[src/inc/pmc_pkg.sv]
// constants and types shared by the clock-mode controller of the pdm microphone
package pmc_pkg;

  // system clock rate
  localparam int PMC_CLK_KHZ = 100000;

  // clock frequencies that pick the operating mode
  localparam int PMC_LP_KHZ = 768;
  localparam int PMC_LP_BOUND_KHZ = 1200;
  localparam int PMC_SLEEP_KHZ = 200;

  // latencies
  localparam int PMC_SLEEP_ENTRY_MS = 10;
  localparam int PMC_WAKE_MS = 10;
  localparam int PMC_START_MS = 20;

  // derived cycle counts
  localparam int PMC_SLEEP_PER_CYC = PMC_CLK_KHZ / PMC_SLEEP_KHZ;
  localparam int PMC_LP_NOM_CYC = PMC_CLK_KHZ / PMC_LP_KHZ;
  localparam int PMC_LP_MIN_CYC = PMC_CLK_KHZ / PMC_LP_BOUND_KHZ;
  localparam int PMC_SLEEP_ENTRY_CYC = PMC_SLEEP_ENTRY_MS * PMC_CLK_KHZ;
  localparam int PMC_WAKE_CYC = PMC_WAKE_MS * PMC_CLK_KHZ;
  localparam int PMC_START_CYC = PMC_START_MS * PMC_CLK_KHZ;

  // widths and sizes
  localparam int PMC_PER_W = 10;
  localparam int PMC_CNT_W = 21;
  localparam int PMC_FIFO_W = 1;
  localparam int PMC_FIFO_DEPTH = 32;

  // reset values
  localparam logic PMC_SEL_RST = 1'b0;
  localparam logic PMC_DATA_RST = 1'b0;

  typedef enum logic [1:0] {
    PMC_ST_START = 2'b00,
    PMC_ST_SLEEP = 2'b01,
    PMC_ST_WAKE = 2'b10,
    PMC_ST_RUN = 2'b11
  } pmc_state_e;

endpackage : pmc_pkg

[src/rtl/pmc_fifo.sv]
// bit-stream fifo between the modulator and the data pin driver
`timescale 1ns/1ns
module pmc_fifo import pmc_pkg::*; #(
  parameter int W = PMC_FIFO_W,
  parameter int DEPTH = PMC_FIFO_DEPTH
) (
  input wire logic sys_clk, // system clock
  input wire logic rst_b, // synchronous reset, low active
  input wire logic in_valid, // write request
  output logic in_ready, // room for a word
  input wire logic [W-1:0] in_data, // write word
  output logic out_valid, // word available
  input wire logic out_ready, // read request
  output logic [W-1:0] out_data // head word
);

  localparam int AW = $clog2(DEPTH);

  typedef struct packed {
    logic [DEPTH-1:0][W-1:0] mem;
    logic [AW-1:0] wr;
    logic [AW-1:0] rd;
    logic [AW:0] cnt;
  } pmc_fifo_s;

  pmc_fifo_s s_q;
  pmc_fifo_s s_d;
  logic push;
  logic pop;

  assign in_ready = (s_q.cnt != (AW+1)'(DEPTH));
  assign out_valid = (s_q.cnt != '0);
  assign out_data = s_q.mem[s_q.rd];
  assign push = in_valid & in_ready;
  assign pop = out_valid & out_ready;

  always_comb begin
    s_d = s_q;
    if (push) begin
      s_d.mem[s_q.wr] = in_data;
      s_d.wr = s_q.wr + 1'b1;
    end
    if (pop) begin
      s_d.rd = s_q.rd + 1'b1;
    end
    if (push && !pop) begin
      s_d.cnt = s_q.cnt + 1'b1;
    end else if (pop && !push) begin
      s_d.cnt = s_q.cnt - 1'b1;
    end
  end

  always_ff @(posedge sys_clk) begin
    if (!rst_b) begin
      s_q <= '0;
    end else begin
      s_q <= s_d;
    end
  end

  AST_FIFO_BOUND: assert property (@(posedge sys_clk) disable iff (!rst_b)
    (s_q.cnt == (AW+1)'(DEPTH)) && !pop |=> !in_ready && (s_q.cnt == (AW+1)'(DEPTH)))
    else $error("fifo overfilled or lost its fill level");

endmodule : pmc_fifo

[src/rtl/pmc_clk_mon.sv]
// measures the period of the incoming pdm clock and flags a slow or stopped clock
`timescale 1ns/1ns
module pmc_clk_mon import pmc_pkg::*; #(
  parameter int SLEEP_PER = PMC_SLEEP_PER_CYC
) (
  input wire logic sys_clk, // system clock
  input wire logic rst_b, // synchronous reset, low active
  input wire logic pdm_clk, // microphone clock, sampled
  output logic rise, // rising edge seen, pulse
  output logic fall, // falling edge seen, pulse
  output logic slow, // clock below sleep threshold, level
  output logic [PMC_PER_W-1:0] period // last period in cycles
);

  typedef struct packed {
    logic prev;
    logic [PMC_PER_W-1:0] cnt;
    logic [PMC_PER_W-1:0] per;
    logic slow;
  } pmc_mon_s;

  pmc_mon_s s_q;
  pmc_mon_s s_d;

  assign rise = pdm_clk & ~s_q.prev;
  assign fall = ~pdm_clk & s_q.prev;
  assign slow = s_q.slow;
  assign period = s_q.per;

  always_comb begin
    s_d = s_q;
    s_d.prev = pdm_clk;
    if (rise) begin
      s_d.per = s_q.cnt + 1'b1;
      s_d.cnt = '0;
      s_d.slow = 1'b0;
    end else if (s_q.cnt != PMC_PER_W'(SLEEP_PER - 1)) begin
      s_d.cnt = s_q.cnt + 1'b1;
    end else begin
      // no rising edge for a whole sleep-threshold period
      s_d.slow = 1'b1;
      s_d.per = PMC_PER_W'(SLEEP_PER);
    end
  end

  always_ff @(posedge sys_clk) begin
    if (!rst_b) begin
      s_q <= '{prev: 1'b0, cnt: '0, per: '0, slow: 1'b1};
    end else begin
      s_q <= s_d;
    end
  end

  AST_SLOW_DETECT: assert property (@(posedge sys_clk) disable iff (!rst_b)
    (s_q.cnt == PMC_PER_W'(SLEEP_PER - 1)) && !rise |=> slow)
    else $error("stopped clock not flagged slow");

  AST_SLOW_CLEAR: assert property (@(posedge sys_clk) disable iff (!rst_b)
    rise |=> !slow && (s_q.cnt == '0))
    else $error("clock edge did not clear slow flag");

endmodule : pmc_clk_mon

[src/rtl/pmc_top.sv]
// pdm microphone mode controller: picks mode from the clock rate and drives the shared data line
//
// Notes on behaviour
// - a clock at the low-power rate selects low-power listening with valid output.
// - a clock below the sleep threshold puts the device asleep with data tristated; during start-up the code stays in start-up instead, data tristated.
// - sleep is entered within the sleep latency after the clock slows.
// - after the clock returns, settled data appears within the wake-up latency.
// - after power and clock, settled data appears within the start-up time.
// - asleep or unpowered, the device neither drives nor loads the shared line.
// - select strapped high gives left channel, strapped low gives right channel.
// - left drives after falling edge, right after rising edge, tristate after half period.
`timescale 1ns/1ns
module pmc_top import pmc_pkg::*; #(
  parameter int START_CYC = PMC_START_CYC,
  parameter int WAKE_CYC = PMC_WAKE_CYC,
  parameter int SLEEP_ENTRY_CYC = PMC_SLEEP_ENTRY_CYC,
  parameter int FIFO_DEPTH = PMC_FIFO_DEPTH
) (
  input wire logic sys_clk, // system clock
  input wire logic rst_b, // synchronous reset, low active
  input wire logic pdm_clk, // microphone clock from the host
  input wire logic sel_left, // channel select strap, high for left
  input wire logic mod_valid, // modulator bit valid
  output logic mod_ready, // fifo accepts a bit
  input wire logic mod_bit, // modulator output bit
  output logic data_o, // data pin value
  output logic data_oe, // data pin driven
  output logic low_power_listen_mode, // low-power mode active
  output logic std_mode, // standard mode active
  output logic asleep // sleeping, data tristated
);

  typedef struct packed {
    pmc_state_e st;
    logic [PMC_CNT_W-1:0] cnt;
    logic strap_done;
    logic sel_left;
    logic data;
    logic oe;
    logic lp;
    logic std;
  } pmc_top_s;

  pmc_top_s s_q;
  pmc_top_s s_d;

  logic clk_rise;
  logic clk_fall;
  logic clk_slow;
  logic [PMC_PER_W-1:0] clk_period;
  logic fifo_valid;
  logic fifo_pop;
  logic [PMC_FIFO_W-1:0] fifo_data;
  logic drive_edge;
  logic release_edge;
  logic is_lp;

  pmc_clk_mon #(
    .SLEEP_PER(PMC_SLEEP_PER_CYC)
  ) u_mon (
    .sys_clk(sys_clk),
    .rst_b(rst_b),
    .pdm_clk(pdm_clk),
    .rise(clk_rise),
    .fall(clk_fall),
    .slow(clk_slow),
    .period(clk_period)
  );

  // bits queue in the fifo while the line is not running and stall at the modulator once it is full
  pmc_fifo #(
    .W(PMC_FIFO_W),
    .DEPTH(FIFO_DEPTH)
  ) u_fifo (
    .sys_clk(sys_clk),
    .rst_b(rst_b),
    .in_valid(mod_valid),
    .in_ready(mod_ready),
    .in_data(mod_bit),
    .out_valid(fifo_valid),
    .out_ready(fifo_pop),
    .out_data(fifo_data)
  );

  // left presents on the falling edge, right on the rising edge
  assign drive_edge = s_q.sel_left ? clk_fall : clk_rise;
  assign release_edge = s_q.sel_left ? clk_rise : clk_fall;
  assign fifo_pop = (s_q.st == PMC_ST_RUN) && !clk_slow && drive_edge && fifo_valid;
  assign is_lp = clk_period >= PMC_PER_W'(PMC_LP_MIN_CYC);

  assign data_o = s_q.data;
  assign data_oe = s_q.oe;
  assign low_power_listen_mode = s_q.lp;
  assign std_mode = s_q.std;
  assign asleep = (s_q.st == PMC_ST_SLEEP);

  always_comb begin
    s_d = s_q;
    // strap sampled once, on the first cycle after reset release
    if (!s_q.strap_done) begin
      s_d.sel_left = sel_left;
      s_d.strap_done = 1'b1;
    end
    case (s_q.st)
      PMC_ST_START: begin
        // start-up count runs only while a clock is present
        if (clk_slow) begin
          s_d.cnt = PMC_CNT_W'(START_CYC);
        end else if (s_q.cnt == '0) begin
          s_d.st = PMC_ST_RUN;
        end else begin
          s_d.cnt = s_q.cnt - 1'b1;
        end
      end
      PMC_ST_SLEEP: begin
        if (!clk_slow) begin
          s_d.st = PMC_ST_WAKE;
          s_d.cnt = PMC_CNT_W'(WAKE_CYC);
        end
      end
      PMC_ST_WAKE: begin
        if (clk_slow) begin
          s_d.st = PMC_ST_SLEEP;
        end else if (s_q.cnt == '0) begin
          s_d.st = PMC_ST_RUN;
        end else begin
          s_d.cnt = s_q.cnt - 1'b1;
        end
      end
      PMC_ST_RUN: begin
        if (clk_slow) begin
          s_d.st = PMC_ST_SLEEP;
        end
      end
      default: begin
        s_d.st = PMC_ST_START;
      end
    endcase

    // data pin: driven for the assigned half period only
    if ((s_q.st != PMC_ST_RUN) || clk_slow) begin
      s_d.oe = 1'b0;
    end else if (drive_edge) begin
      s_d.oe = 1'b1;
      if (fifo_valid) begin
        s_d.data = fifo_data[0];
      end
    end else if (release_edge) begin
      s_d.oe = 1'b0;
    end

    // mode follows the measured clock period while running
    if ((s_q.st == PMC_ST_RUN) && !clk_slow) begin
      s_d.lp = is_lp;
      s_d.std = !is_lp;
    end else begin
      s_d.lp = 1'b0;
      s_d.std = 1'b0;
    end
  end

  always_ff @(posedge sys_clk) begin
    if (!rst_b) begin
      s_q <= '{st: PMC_ST_START, cnt: PMC_CNT_W'(START_CYC), strap_done: 1'b0,
               sel_left: PMC_SEL_RST, data: PMC_DATA_RST, oe: 1'b0, lp: 1'b0, std: 1'b0};
    end else begin
      s_q <= s_d;
    end
  end

  // helper counters for the long latency checks
  logic [PMC_CNT_W-1:0] wake_age_q;
  logic [PMC_CNT_W-1:0] slow_age_q;

  always_ff @(posedge sys_clk) begin
    if (!rst_b) begin
      wake_age_q <= '0;
      slow_age_q <= '0;
    end else begin
      if (!clk_slow && (s_q.st != PMC_ST_RUN) && (wake_age_q != '1)) begin
        wake_age_q <= wake_age_q + 1'b1;
      end else if (clk_slow || (s_q.st == PMC_ST_RUN)) begin
        // a lost clock restarts the settling time, so the age restarts with it
        wake_age_q <= '0;
      end
      if (clk_slow && (s_q.st != PMC_ST_SLEEP) && (s_q.st != PMC_ST_START) && (slow_age_q != '1)) begin
        slow_age_q <= slow_age_q + 1'b1;
      end else begin
        slow_age_q <= '0;
      end
    end
  end

  AST_LP_MODE: assert property (@(posedge sys_clk) disable iff (!rst_b)
    (s_q.st == PMC_ST_RUN) && !clk_slow && is_lp |=> low_power_listen_mode && !std_mode)
    else $error("low-power clock did not select low-power mode");

  AST_SLEEP_HIZ: assert property (@(posedge sys_clk) disable iff (!rst_b)
    $rose(clk_slow) |=> !data_oe ##1 (asleep || (s_q.st == PMC_ST_START)))
    else $error("slow clock left data driven or device awake");

  AST_SLEEP_LATENCY: assert property (@(posedge sys_clk) disable iff (!rst_b)
    slow_age_q <= PMC_CNT_W'(SLEEP_ENTRY_CYC))
    else $error("sleep entry took too long");

  AST_WAKE_LATENCY: assert property (@(posedge sys_clk) disable iff (!rst_b)
    (s_q.st == PMC_ST_WAKE) && !clk_slow && (s_q.cnt == '0) |=> (s_q.st == PMC_ST_RUN))
    else $error("wake-up did not reach run");

  AST_START_LATENCY: assert property (@(posedge sys_clk) disable iff (!rst_b)
    (s_q.st == PMC_ST_START) |-> wake_age_q <= PMC_CNT_W'(START_CYC) + 1'b1)
    else $error("start-up took too long");

  AST_SILENT: assert property (@(posedge sys_clk) disable iff (!rst_b)
    (s_q.st != PMC_ST_RUN) |=> !data_oe)
    else $error("data driven while not running");

  AST_LEFT_EDGE: assert property (@(posedge sys_clk) disable iff (!rst_b)
    (s_q.st == PMC_ST_RUN) && !clk_slow && s_q.sel_left && clk_fall && fifo_valid
      |=> data_oe && (data_o == $past(fifo_data[0])))
    else $error("left channel not driven after falling edge");

  AST_RIGHT_RELEASE: assert property (@(posedge sys_clk) disable iff (!rst_b)
    !s_q.sel_left && clk_fall |=> !data_oe)
    else $error("right channel still driven after falling edge");

  AST_STRAP: assert property (@(posedge sys_clk) disable iff (!rst_b)
    s_q.strap_done |=> $stable(s_q.sel_left))
    else $error("channel select changed after capture");

  AST_STD_MODE: assert property (@(posedge sys_clk) disable iff (!rst_b)
    (s_q.st == PMC_ST_RUN) && !clk_slow && !is_lp |=> std_mode && !low_power_listen_mode)
    else $error("standard clock did not select standard mode");

  // mode, latency and line checks that complement the ones above

  AST_MODE_EXCL: assert property (@(posedge sys_clk) disable iff (!rst_b)
    !(low_power_listen_mode && std_mode))
    else $error("both operating modes active");

  AST_LP_NEEDS_RUN: assert property (@(posedge sys_clk) disable iff (!rst_b)
    low_power_listen_mode |-> ($past(s_q.st) == PMC_ST_RUN))
    else $error("low-power mode reported outside run");

  AST_SLEEP_QUIET: assert property (@(posedge sys_clk) disable iff (!rst_b)
    asleep |-> !data_oe && !low_power_listen_mode && !std_mode)
    else $error("sleeping device drives the line or reports a mode");

  AST_SLEEP_KEEP: assert property (@(posedge sys_clk) disable iff (!rst_b)
    asleep && clk_slow |=> asleep)
    else $error("device left sleep without a clock");

  AST_SLOW_NO_MODE: assert property (@(posedge sys_clk) disable iff (!rst_b)
    clk_slow |=> !low_power_listen_mode && !std_mode)
    else $error("mode reported with a slow clock");

  AST_SLEEP_ENTRY: assert property (@(posedge sys_clk) disable iff (!rst_b)
    ((s_q.st == PMC_ST_RUN) || (s_q.st == PMC_ST_WAKE)) && clk_slow |=> asleep)
    else $error("slow clock did not put the device asleep");

  AST_WAKE_START: assert property (@(posedge sys_clk) disable iff (!rst_b)
    asleep && !clk_slow |=> (s_q.st == PMC_ST_WAKE) && (s_q.cnt == PMC_CNT_W'(WAKE_CYC)))
    else $error("returning clock did not start the wake-up count");

  AST_WAKE_BOUND: assert property (@(posedge sys_clk) disable iff (!rst_b)
    (s_q.st == PMC_ST_WAKE) |-> wake_age_q <= PMC_CNT_W'(WAKE_CYC) + 1'b1)
    else $error("wake-up took too long");

  AST_WAKE_SILENT: assert property (@(posedge sys_clk) disable iff (!rst_b)
    (s_q.st == PMC_ST_WAKE) |-> !data_oe)
    else $error("data driven before wake-up settled");

  AST_START_HOLD: assert property (@(posedge sys_clk) disable iff (!rst_b)
    (s_q.st == PMC_ST_START) && clk_slow |=> (s_q.st == PMC_ST_START) && (s_q.cnt == PMC_CNT_W'(START_CYC)))
    else $error("start-up count ran without a clock");

  AST_START_SILENT: assert property (@(posedge sys_clk) disable iff (!rst_b)
    (s_q.st == PMC_ST_START) |-> !data_oe && !low_power_listen_mode && !std_mode)
    else $error("data or mode shown during start-up");

  AST_RUN_FROM_START: assert property (@(posedge sys_clk) disable iff (!rst_b)
    (s_q.st == PMC_ST_RUN) && ($past(s_q.st) == PMC_ST_START) |-> ($past(s_q.cnt) == '0))
    else $error("start-up left before its count ran out");

  AST_SLOW_SILENT: assert property (@(posedge sys_clk) disable iff (!rst_b)
    clk_slow |=> !data_oe)
    else $error("data driven with a slow clock");

  AST_STRAP_TAKE: assert property (@(posedge sys_clk) disable iff (!rst_b)
    !s_q.strap_done |=> s_q.strap_done && (s_q.sel_left == $past(sel_left)))
    else $error("channel select not captured after reset");

  AST_RIGHT_EDGE: assert property (@(posedge sys_clk) disable iff (!rst_b)
    (s_q.st == PMC_ST_RUN) && !clk_slow && !s_q.sel_left && clk_rise && fifo_valid
      |=> data_oe && (data_o == $past(fifo_data[0])))
    else $error("right channel not driven after rising edge");

  AST_LEFT_RELEASE: assert property (@(posedge sys_clk) disable iff (!rst_b)
    s_q.sel_left && clk_rise |=> !data_oe)
    else $error("left channel still driven after rising edge");

  AST_STD_NEEDS_RUN: assert property (@(posedge sys_clk) disable iff (!rst_b)
    std_mode |-> ($past(s_q.st) == PMC_ST_RUN))
    else $error("standard mode reported outside run");

  AST_DATA_STABLE: assert property (@(posedge sys_clk) disable iff (!rst_b)
    !drive_edge |=> $stable(data_o))
    else $error("data changed away from the assigned edge");

endmodule : pmc_top

[config.mk]
export PLATFORM = sky130hd
export DESIGN_NAME = pmc_top
export DESIGN_NICKNAME = d
export VERILOG_FILES = /design/src/inc/pmc_pkg.sv /design/src/rtl/pmc_fifo.sv /design/src/rtl/pmc_clk_mon.sv /design/src/rtl/pmc_top.sv
export SDC_FILE = /design/constraint.sdc
export NUM_CORES = 1
export LEC_CHECK = 0
export BUFFER_PORTS_ARGS = -buffer_cell sky130_fd_sc_hd__buf_4
export CORE_MARGIN = 1.5
export CORE_UTILIZATION = 45
export DETAILED_ROUTE_END_ITERATION = 10
export MAX_ROUTING_LAYER = met4
export PLACE_DENSITY = 0.64
export SYNTH_ARGS = -nofsm -noshare
export SYNTH_HDL_FRONTEND = slang
export SYNTH_SLANG_ARGS = --single-unit
[constraint.sdc]
create_clock -name sys_clk -period 4 [get_ports sys_clk]
set_input_delay 0.4 -clock sys_clk [delete_from_list [all_inputs] [get_ports sys_clk]]
set_output_delay 0.4 -clock sys_clk [all_outputs]
set_load 0.05 [all_outputs]
==> summary.md, run 1 <==
- utilization after layout: 0.505
- cell count after synthesis: 567
- launching element type of the critical path: flip-flop
- Net count, final: 583
- first-pass GRT wire length: 18900 µm
- syn_nets: 595
- clock buffer count from CTS: 9
- drt first pass iters: 5
- total die area: 11900 µm²
- arrival time at the worst endpoint: 3.62 ns
- Post-DRT Antenna Nets: 0
- initial antenna violation count: 0
- number of enable flip-flop cells after synthesis: 0
- CP Max Fanout: 8
- Initial Utilization: 0.465
- share of post-route cells with drive strength above 1: 0.0911
- total length of routed wires: 11300 µm
- chip width: 109 µm
- post-synth top area cell: sky130_fd_sc_hd__dfxtp_1
- clock slew at the register clock pins of the worst setup and hold paths: 0.07 ns
- fraction of registers with async set or reset after synthesis: 0
- diode insertion count for antenna repair: 0
- share of the cycle needed by the critical path after routing: 0.836
- Final setup violation count: 0
- worst setup path category: reg -> reg
- total number of placement rows: 38
- setup repair after global routing missed its margin: false
- core area: 10900 µm²
- final hold violation count: 0
- per-instance average area after synthesis: 8.96 µm²
- total number of yosys warnings: 0
- Clock Latency Late Sink: 0.35 ns
- post-route worst hold slack: 0.300 ns
- leak pwr: 1.94 nW
- largest net degree at the start of global routing: 54
- routability congestion estimate from global placement: 0.855
- buffers inserted by post-CTS timing repair: 0
- total track usage: 0.208
- buffer type at the clock tree root: sky130_fd_sc_hd__clkbuf_16
- Fmax: 299 MHz
- via count of the first global-routing pass: 3875
- PortBufs: 11
- post-layout min period: 3.34 ns
- total overflow reported by the global router: 0
- total of flip-flops plus latches after synthesis: 99
- setup skew after layout: 0.00491 ns
- required time of the worst setup path: 4.28 ns
- type of element capturing the critical path: flip-flop
- overall via count from detail_route: 4207
- list of most frequent post-synthesis cells: sky130_fd_sc_hd__dfxtp_1 (99), sky130_fd_sc_hd__nor2_1 (56), sky130_fd_sc_hd__o211ai_1 (38)
- ranking of synthesized cells by area: sky130_fd_sc_hd__dfxtp_1 (39%), sky130_fd_sc_hd__o211ai_1 (5.6%), sky130_fd_sc_hd__ha_1 (5.2%)
- Place WS: 0.670 ns
- Distinct cells, synth: 62
- run status: completed
- Post-Synthesis Cell Area: 5080 µm²
- number of levels the H-tree was split into: 3
- HPWL reported at the end of detailed placement: 7670 µm
- maximum VDD drop: 299 µV
- Gates resized, CTS repair: 0
- sum of negative setup slack: 0 ns
- dominant synthesized flop cell: sky130_fd_sc_hd__dfxtp_1
- clock buffer depth: 2
- Final Max Slew Viols: 0
- fraction of the yosys area taken by sequential cells: 0.390
- HP Class: in -> reg
- post-route worst setup slack: 0.658 ns
- number of clock sinks seen by CTS: 99
- total I/O pin count: 12
- DP Cell Count: 684
- Fillers: 1062
- routed len/inst: 16.2 µm
- post-route DRC violation count: 0
- max-cap check violation count: 0
- most frequently used cell type in the post-synthesis netlist: sky130_fd_sc_hd__dfxtp_1
- y dimension of the die: 109 µm
- initial drt markers: 263
- via-per-instance ratio: 6.01
- transition time at the pin with the least slew margin: 1.20 ns
- share of Yosys cell area claimed by the top area cell type: 0.390
- non-filler instance count after layout: 700
- Power per Cell Area: 426 nW/µm²
- area added between synthesis and finish: 8.72%
- normalized max-slew margin: 0.181
- CTS tree: built
- hold-fix buffer count after cts: 0
==> critical path, stage by stage (launching register included) <==
cell,delay (ns)
sky130_fd_sc_hd__dfxtp_1,0.35
sky130_fd_sc_hd__or4_1,0.61
sky130_fd_sc_hd__o311ai_2,0.57
sky130_fd_sc_hd__ha_1,0.36
sky130_fd_sc_hd__inv_1,0.16
sky130_fd_sc_hd__ha_1,0.37
sky130_fd_sc_hd__nand2_1,0.06
sky130_fd_sc_hd__o21ai_0,0.32
sky130_fd_sc_hd__nand4_1,0.14
sky130_fd_sc_hd__o211ai_1,0.13
sky130_fd_sc_hd__mux2i_1,0.21
==> through the flow <==
step / cell area (µm²) / power, mW
floorplan: 5080 / 1.41
detailed placement: 5230 / 1.50
global route: 5520 / 2.47
finish: 5520 / 2.35
CTS: 5520 / 2.38
global placement: 5230 / 1.48
==> final timing paths <==
check	cells after the start	from	slack, ns	end
hold / removal	3	sel_left	0.30	s_q[4]
setup / recovery	10	u_fifo.s_q[1]	0.66	u_fifo.s_q[5]
hold reg to reg	2	u_fifo.s_q[4]	0.50	u_fifo.s_q[4]
setup reg to reg	10	u_fifo.s_q[1]	0.66	u_fifo.s_q[5]
==> kinds of logic (layout without fill, tap and decap cells) <==
family	after synthesis	count (layout)	synth area share
flops	99	99	0.390
simple gates	184	184	0.190
fa+ha+maj	22	22	0.0557
buf+inv	58	51	0.0436
compound gates	164	164	0.228
xor+xnor	24	24	0.0414
mux	16	16	0.0515
==> where the power goes <==
| group | internal, mW | switching (mW) |
|---|---|---|
| combinational | 0.152 | 0.243 |
| sequential | 1.03 | 0.0513 |
| clock | 0.503 | 0.370 |
==> cell type report <==
class	instances	area, µm²	area share
multi-input cells	410	2880	0.522
clock buffers	12	246	0.0446
well taps	140	175	0.0317
inverters	20	75.1	0.0136
clock inverters	4	48.8	0.00884
flip-flops and latches	99	1980	0.359
repair buffers	15	113	0.0204
==> metal layers <==
| metal | wire [µm] | vias up | share of wire | track usage |
|---|---|---|---|---|
| met2 | 5510 | 66 | 0.49 | 0.337 |
| li1 | - | 2101 | - | - |
| met3 | 352 | 14 | 0.031 | 0.0460 |
| met1 | 5340 | 2026 | 0.47 | 0.261 |
| met4 | 121 | 0 | 0.011 | 0.0566 |
| met5 | 0 | - | 0 | - |
==> layout by cell type (no fill, tap or decap), types with 7 or more instances in the layout <==
cell and instances:
sky130_fd_sc_hd__or4_1 7, sky130_fd_sc_hd__xnor2_1 13, sky130_fd_sc_hd__a31oi_1 9, sky130_fd_sc_hd__nor2b_1 8
sky130_fd_sc_hd__nor2_1 56, sky130_fd_sc_hd__mux2i_1 7, sky130_fd_sc_hd__mux4_2 8, sky130_fd_sc_hd__ha_1 21
sky130_fd_sc_hd__o21ai_0 17, sky130_fd_sc_hd__a211oi_1 9, sky130_fd_sc_hd__or3_1 7, sky130_fd_sc_hd__nand3_1 9
sky130_fd_sc_hd__buf_4 15, sky130_fd_sc_hd__inv_1 19, sky130_fd_sc_hd__nor4_1 7, sky130_fd_sc_hd__xor2_1 11
sky130_fd_sc_hd__clkbuf_16 9, sky130_fd_sc_hd__o211ai_1 38, sky130_fd_sc_hd__a21oi_1 25, sky130_fd_sc_hd__o31ai_1 35
sky130_fd_sc_hd__nor3_1 15, sky130_fd_sc_hd__dfxtp_1 99, sky130_fd_sc_hd__nand2_1 35
==> sequential cells by signal, indices dropped and copies added (netlist names) <==
signal,count
s_q,25
data_o,1
std_mode,1
low_power_listen_mode,1
u_fifo.s_q,48
data_oe,1
u_mon.slow,1
u_mon.s_q,11
u_mon.period,10
Note: power is estimated with default switching activity, not from simulation.
==> run 2, diff against run 1 <==
==> constraint.sdc (replaced) <==
create_clock -name sys_clk -period 3.1 [get_ports sys_clk]
set_input_delay 0.31 -clock sys_clk [delete_from_list [all_inputs] [get_ports sys_clk]]
set_output_delay 0.31 -clock sys_clk [all_outputs]
set_load 0.05 [all_outputs]
==> run 2 against run 1 <==
  * Worst setup slack worse by 0.42 ns
  * Count of clock-buffer cells in the layout down 2
  * Critical endpoint unchanged
  * Maximum frequency rose by 17%
  * Final area rose by 2.1%
  * Largest cell class unchanged
  * Routed wire length up 1.9%
==> summary.md, run 2 (synthesis results as in run 1) <==
- total die area: 11900 µm²
- routed len/inst: 16.3 µm
- number of clock sinks seen by CTS: 99
- final hold violation count: 0
- Final Max Slew Viols: 0
- most common cell after layout, fill and taps aside: sky130_fd_sc_hd__dfxtp_1
- Setup crit end: u_fifo.s_q[5]
- startpoint of the most critical setup path: u_fifo.s_q[1]
- Post-DRT Antenna Nets: 0
- setup skew after layout: 0.00717 ns
- post-route DRC violation count: 0
- initial drt markers: 266
- sequential cell fraction of total power: 0.431
- share of the cycle needed by the critical path after routing: 0.923
- total I/O pin count: 12
- CTS tree: built
- chip width: 109 µm
- setup repair after global routing missed its margin: false
- share of post-route cells with drive strength above 1: 0.107
- max reg flops: 48
- launching element type of the critical path: flip-flop
- Switching Share: 0.277
- via-per-instance ratio: 5.92
- Initial Utilization: 0.465
- clock slew at the register clock pins of the worst setup and hold paths: 0.07 ns
- worst r2r path cells: 10
- reg-to-reg slack, setup: 0.24 ns
- overall via count from detail_route: 4194
- Biggest register: u_fifo.s_q
- number of levels the H-tree was split into: 3
- Clock Latency Late Sink: 0.34 ns
- via count of the first global-routing pass: 4076
- area of the multi-input gates: 2890 µm²
- Internal Power: 2.34 mW
- largest net degree at the start of global routing: 38
- routability congestion estimate from global placement: 0.831
- total track usage: 0.212
- Net count, final: 591
- area added between synthesis and finish: 11.0%
- number of cells traversed by the worst hold path: 3
- Fillers: 1025
- hold-fix buffer count after cts: 0
- clock buffer count from CTS: 9
- Final setup violation count: 0
- HPWL reported at the end of detailed placement: 7830 µm
- initial antenna violation count: 0
- worst setup path category: reg -> reg
- y dimension of the die: 109 µm
- biggest regs: u_fifo.s_q x48, s_q x25, u_mon.s_q x11
- PortBufs: 11
- CP Max Fanout: 6
- proportion of power drawn by combinational gates: 0.165
- core area: 10900 µm²
- normalized max-slew margin: 0.552
- reported net switching power: 894 µW
- HP Class: in -> reg
- total length of routed wires: 11500 µm
- Fmax: 349 MHz
- arrival time at the worst endpoint: 3.14 ns
- Clk network pwr share: 0.404
- drt first pass iters: 5
- required time of the worst setup path: 3.38 ns
- type of element capturing the critical path: flip-flop
- area occupied by registers: 1980 µm²
- total number of placement rows: 38
- total overflow reported by the global router: 0
- Power per Cell Area: 573 nW/µm²
- sum of negative setup slack: 0 ns
- max-cap check violation count: 0
- leak pwr: 2.00 nW
- first-pass GRT wire length: 19500 µm
- transition time at the pin with the least slew margin: 0.661 ns
- clock buffer depth: 2
- diode insertion count for antenna repair: 0
- buffer type at the clock tree root: sky130_fd_sc_hd__clkbuf_16
- run status: completed
- most frequent cells in the layout: sky130_fd_sc_hd__dfxtp_1 (99), sky130_fd_sc_hd__nor2_1 (56), sky130_fd_sc_hd__o211ai_1 (38)
- reg-to-reg startpoint: u_fifo.s_q[1]
- capture point of the worst reg-to-reg path: u_fifo.s_q[5]
- post-layout min period: 2.86 ns
- Final Total Pwr: 3.23 mW
- maximum VDD drop: 454 µV
[run 2: cell types whose count changed in the layout (fill, tap and decap cells not counted), sizes merged]
cell	previous run	this run
clkinv	3	1
inv	20	22
buf	15	23
bufinv	1	3
clkbuf	12	10
[run 2: worst min path at each step]
stage	slack, ns	from	to
floorplan	0.34	rst_b	s_q[5]
global placement	0.47	s_q[5]	s_q[4]
detailed placement	0.48	u_fifo.s_q[4]	u_fifo.s_q[4]
CTS	0.20	sel_left	s_q[4]
global route	0.24	pdm_clk	u_mon.s_q[21]
finish	0.22	sel_left	s_q[4]
[run 2: power by group through the flow]
stage | registers, mW | clock network [mW] | logic [mW]
2_1_floorplan | 1.41 | 0 | 0.413
3_5_place_dp | 1.42 | 0 | 0.527
3_3_place_gp | 1.42 | 0 | 0.502
4_1_cts | 1.39 | 1.34 | 0.531
6_report | 1.39 | 1.31 | 0.533
5_1_grt | 1.40 | 1.38 | 0.593
[run 2: metrics by stage]
stage | util | area, µm² | worst slack [ns] | cells | hold WS, ns
after global placement | 0.484 | 5290 | 0.244 | 692 | 0.473
final | 0.516 | 5640 | 0.238 | 708 | 0.218
after detailed placement | 0.484 | 5290 | 0.140 | 692 | 0.482
after CTS | 0.515 | 5640 | 0.0981 | 708 | 0.204
after global routing | 0.516 | 5640 | 0.0249 | 708 | 0.239
after floorplan | - | 5080 | 0.184 | 567 | 0.338
[run 2: cell type report]
class	count	area share
clock buffers	10	0.0406
well taps	140	0.0311
repair buffers	23	0.0306
flip-flops and latches	99	0.352
inverters	20	0.0133
multi-input cells	410	0.512
clock inverters	6	0.0211
[run 2: critical path, stage by stage (launching register included)]
cell and delay [ns]:
sky130_fd_sc_hd__dfxtp_1 0.35, sky130_fd_sc_hd__or4_1 0.60, sky130_fd_sc_hd__o311ai_2 0.28, sky130_fd_sc_hd__ha_2 0.29
sky130_fd_sc_hd__inv_1 0.13, sky130_fd_sc_hd__ha_1 0.39, sky130_fd_sc_hd__nand2_1 0.08, sky130_fd_sc_hd__o21ai_1 0.24
sky130_fd_sc_hd__nand4_1 0.13, sky130_fd_sc_hd__o211ai_1 0.13, sky130_fd_sc_hd__mux2i_1 0.20
[run 2: layer usage]
layer  global-route usage  up-vias  wire [µm]
met3               0.0383       12        416
li1                     -     2115          -
met4               0.0622        0        161
met1                0.257     1987       5330
met5                    -        -          0
met2                0.358       80       5620
[run 2: repair_timing]
| action | CTS | global route |
|---|---|---|
| setup endpoints to repair | 0 | 1 |
| buffers inserted | 0 | 0 |
| resized for setup | 0 | 2 |
==> run 3, diff against run 2 <==
--- a/config.mk
+++ b/config.mk
@@ -7,10 +7,10 @@
 export LEC_CHECK = 0
 export BUFFER_PORTS_ARGS = -buffer_cell sky130_fd_sc_hd__buf_4
 export CORE_MARGIN = 1.5
-export CORE_UTILIZATION = 45
+export CORE_UTILIZATION = 55
 export DETAILED_ROUTE_END_ITERATION = 10
 export MAX_ROUTING_LAYER = met4
-export PLACE_DENSITY = 0.64
+export PLACE_DENSITY = 0.74
 export SYNTH_ARGS = -nofsm -noshare
 export SYNTH_HDL_FRONTEND = slang
 export SYNTH_SLANG_ARGS = --single-unit
==> run 3 against run 2 <==
  * Sequential power about the same
  * Routed wire length decreased by 4.3%
  * Highest routed layer unchanged
  * Cell count decreased by 4.7%
  * Critical path type unchanged
  * Combinational power decreased by 2%
==> summary.md, run 3 (synthesis results as in run 1) <==
- Net count, final: 590
- Post-DRT Antenna Nets: 0
- total number of placement rows: 34
- required time of the worst setup path: 3.40 ns
- critical path cell sequence: or4_1, o311ai_2, ha_2, inv_1, fa_1, a21o_1, a21oi_1, xnor2_1, nand2_1, a21oi_1
- post-layout min period: 2.88 ns
- Min-Delay Startpoint: sel_left
- reg-to-reg slack, setup: 0.22 ns
- CP Max Fanout: 6
- Biggest register: u_fifo.s_q
- PortBufs: 11
- total track usage: 0.237
- number of clock sinks seen by CTS: 99
- hold-fix buffer count after cts: 0
- Max stage delay on crit path: 0.61 ns
- area added between synthesis and finish: 7.36%
- type of element capturing the critical path: flip-flop
- Power per Cell Area: 513 nW/µm²
- y dimension of the die: 99.1 µm
- launching element type of the critical path: flip-flop
- HP Class: in -> reg
- final hold violation count: 0
- worst r2r path cells: 10
- first-pass GRT wire length: 18700 µm
- post-route DRC violation count: 0
- overall via count from detail_route: 4226
- maximum VDD drop: 364 µV
- HPWL reported at the end of detailed placement: 7470 µm
- total die area: 9820 µm²
- diode insertion count for antenna repair: 0
- startpoint of the most critical setup path: u_fifo.s_q[1]
- routability congestion estimate from global placement: 0.868
- number of levels the H-tree was split into: 3
- total I/O pin count: 12
- core area: 8850 µm²
- via-per-instance ratio: 6.26
- Initial Utilization: 0.574
- setup skew after layout: 0.0149 ns
- initial drt markers: 160
- CTS tree: built
- hold-critical path endpoint: s_q[4]
- clock buffer count from CTS: 9
- max-cap check violation count: 0
- leak pwr: 1.94 nW
- most common cell after layout, fill and taps aside: sky130_fd_sc_hd__dfxtp_1
- drt first pass iters: 4
- setup repair after global routing missed its margin: false
- sum of negative setup slack: 0 ns
- chip width: 99.1 µm
- family with the most delay on the worst path: compound AO/OA/AOI/OAI gates
- Final Total Pwr: 2.80 mW
- run status: completed
- normalized max-slew margin: 0.563
- number of cells traversed by the worst hold path: 3
- routed len/inst: 16.3 µm
- total length of routed wires: 11000 µm
- Crit path buffers/inverters: 1
- Clock Latency Late Sink: 0.36 ns
- Final setup violation count: 0
- buffers inserted by post-CTS timing repair: 0
- share of the cycle needed by the critical path after routing: 0.930
- most prevalent standard cell on the critical path: sky130_fd_sc_hd__a21oi_1
- share of post-route cells with drive strength above 1: 0.108
- largest net degree at the start of global routing: 35
- buffer type at the clock tree root: sky130_fd_sc_hd__clkbuf_8
- biggest regs: u_fifo.s_q x48, s_q x25, u_mon.s_q x11
- Final Max Slew Viols: 0
- clock buffer depth: 2
- worst setup path category: reg -> reg
- reg-to-reg startpoint: u_fifo.s_q[1]
- clock slew at the register clock pins of the worst setup and hold paths: 0.10 ns
- utilization after layout: 0.616
- arrival time at the worst endpoint: 3.18 ns
- transition time at the pin with the least slew margin: 0.649 ns
- cell at the slowest stage of the critical path: sky130_fd_sc_hd__or4_1
- capture point of the worst reg-to-reg path: u_fifo.s_q[4]
- via count of the first global-routing pass: 4016
- total overflow reported by the global router: 0
- initial antenna violation count: 0
- max reg flops: 48
- Fmax: 347 MHz
- most frequent cells in the layout: sky130_fd_sc_hd__dfxtp_1 (99), sky130_fd_sc_hd__nor2_1 (56), sky130_fd_sc_hd__o211ai_1 (38)
-- run 3: cell count changes in the layout (fill, tap and decap cells not counted) --
cell,delta
sky130_fd_sc_hd__clkbuf_16,-9
sky130_fd_sc_hd__clkinv_2,+2
sky130_fd_sc_hd__clkbuf_1,-1
sky130_fd_sc_hd__bufinv_16,-2
sky130_fd_sc_hd__clkbuf_8,+11
sky130_fd_sc_hd__clkinv_4,+1
sky130_fd_sc_hd__inv_6,-2
sky130_fd_sc_hd__buf_4,-1
-- run 3: worst max-delay path by stage --
stage	end	slack, ns	cells after the start
finish	u_fifo.s_q[4]	0.22	10
global route	u_fifo.s_q[5]	0.03	10
CTS	u_fifo.s_q[5]	0.11	10
detailed placement	u_fifo.s_q[5]	0.13	10
global placement	u_fifo.s_q[5]	0.25	10
floorplan	u_fifo.s_q[5]	0.18	10
-- run 3: timing repair --
item | 4_1_cts | 5_1_grt
hold endpoints to repair | 0 | 0
setup endpoints to repair | 0 | 2
resized for setup | 0 | 2
-- run 3: cell type report --
type / instances / area, µm²
inverter: 20 / 75.1
timing repair buffer: 22 / 165
clock inverter: 5 / 60.1
tap: 108 / 135
multi-input combinational: 410 / 2890
clock buffer: 11 / 151
fill: 779 / 3390
sequential: 99 / 1980
-- run 3: where the power goes --
| group | leakage, nW | internal (mW) | total (mW) | switching, mW |
|---|---|---|---|---|
| logic | 1.02 | 0.203 | 0.525 | 0.322 |
| clock network | 0.111 | 0.422 | 0.879 | 0.457 |
| registers | 0.803 | 1.33 | 1.40 | 0.0648 |
| total | 1.94 | 1.96 | 2.80 | 0.844 |
-- run 3: worst reg2reg max path, cell delays in order (launching register included) --
cell	delay, ns
sky130_fd_sc_hd__dfxtp_1	0.36
sky130_fd_sc_hd__or4_1	0.61
sky130_fd_sc_hd__o311ai_2	0.29
sky130_fd_sc_hd__ha_2	0.29
sky130_fd_sc_hd__inv_1	0.13
sky130_fd_sc_hd__fa_1	0.43
sky130_fd_sc_hd__a21o_1	0.17
sky130_fd_sc_hd__a21oi_1	0.19
sky130_fd_sc_hd__xnor2_1	0.14
sky130_fd_sc_hd__nand2_1	0.08
sky130_fd_sc_hd__a21oi_1	0.14
-- run 3: metrics by stage --
| stage | setup WS, ns | instances | instance area [µm²] | hold slack (ns) |
|---|---|---|---|---|
| 5_1_grt | 0.0265 | 675 | 5450 | 0.211 |
| 3_5_place_dp | 0.130 | 659 | 5240 | 0.479 |
| 3_3_place_gp | 0.252 | 659 | 5240 | 0.475 |
| 6_report | 0.217 | 675 | 5450 | 0.188 |
| 2_1_floorplan | 0.184 | 567 | 5080 | 0.338 |
| 4_1_cts | 0.105 | 675 | 5450 | 0.176 |
-- run 3: per-layer routing --
layer	global-route usage	vias to the layer above	part of all wire	routed length, µm
met5	-	-	0	0
met4	0.0466	0	0.0080	88
met3	0.0415	11	0.030	329
met2	0.411	76	0.50	5570
met1	0.292	2026	0.46	5050
li1	-	2113	-	-
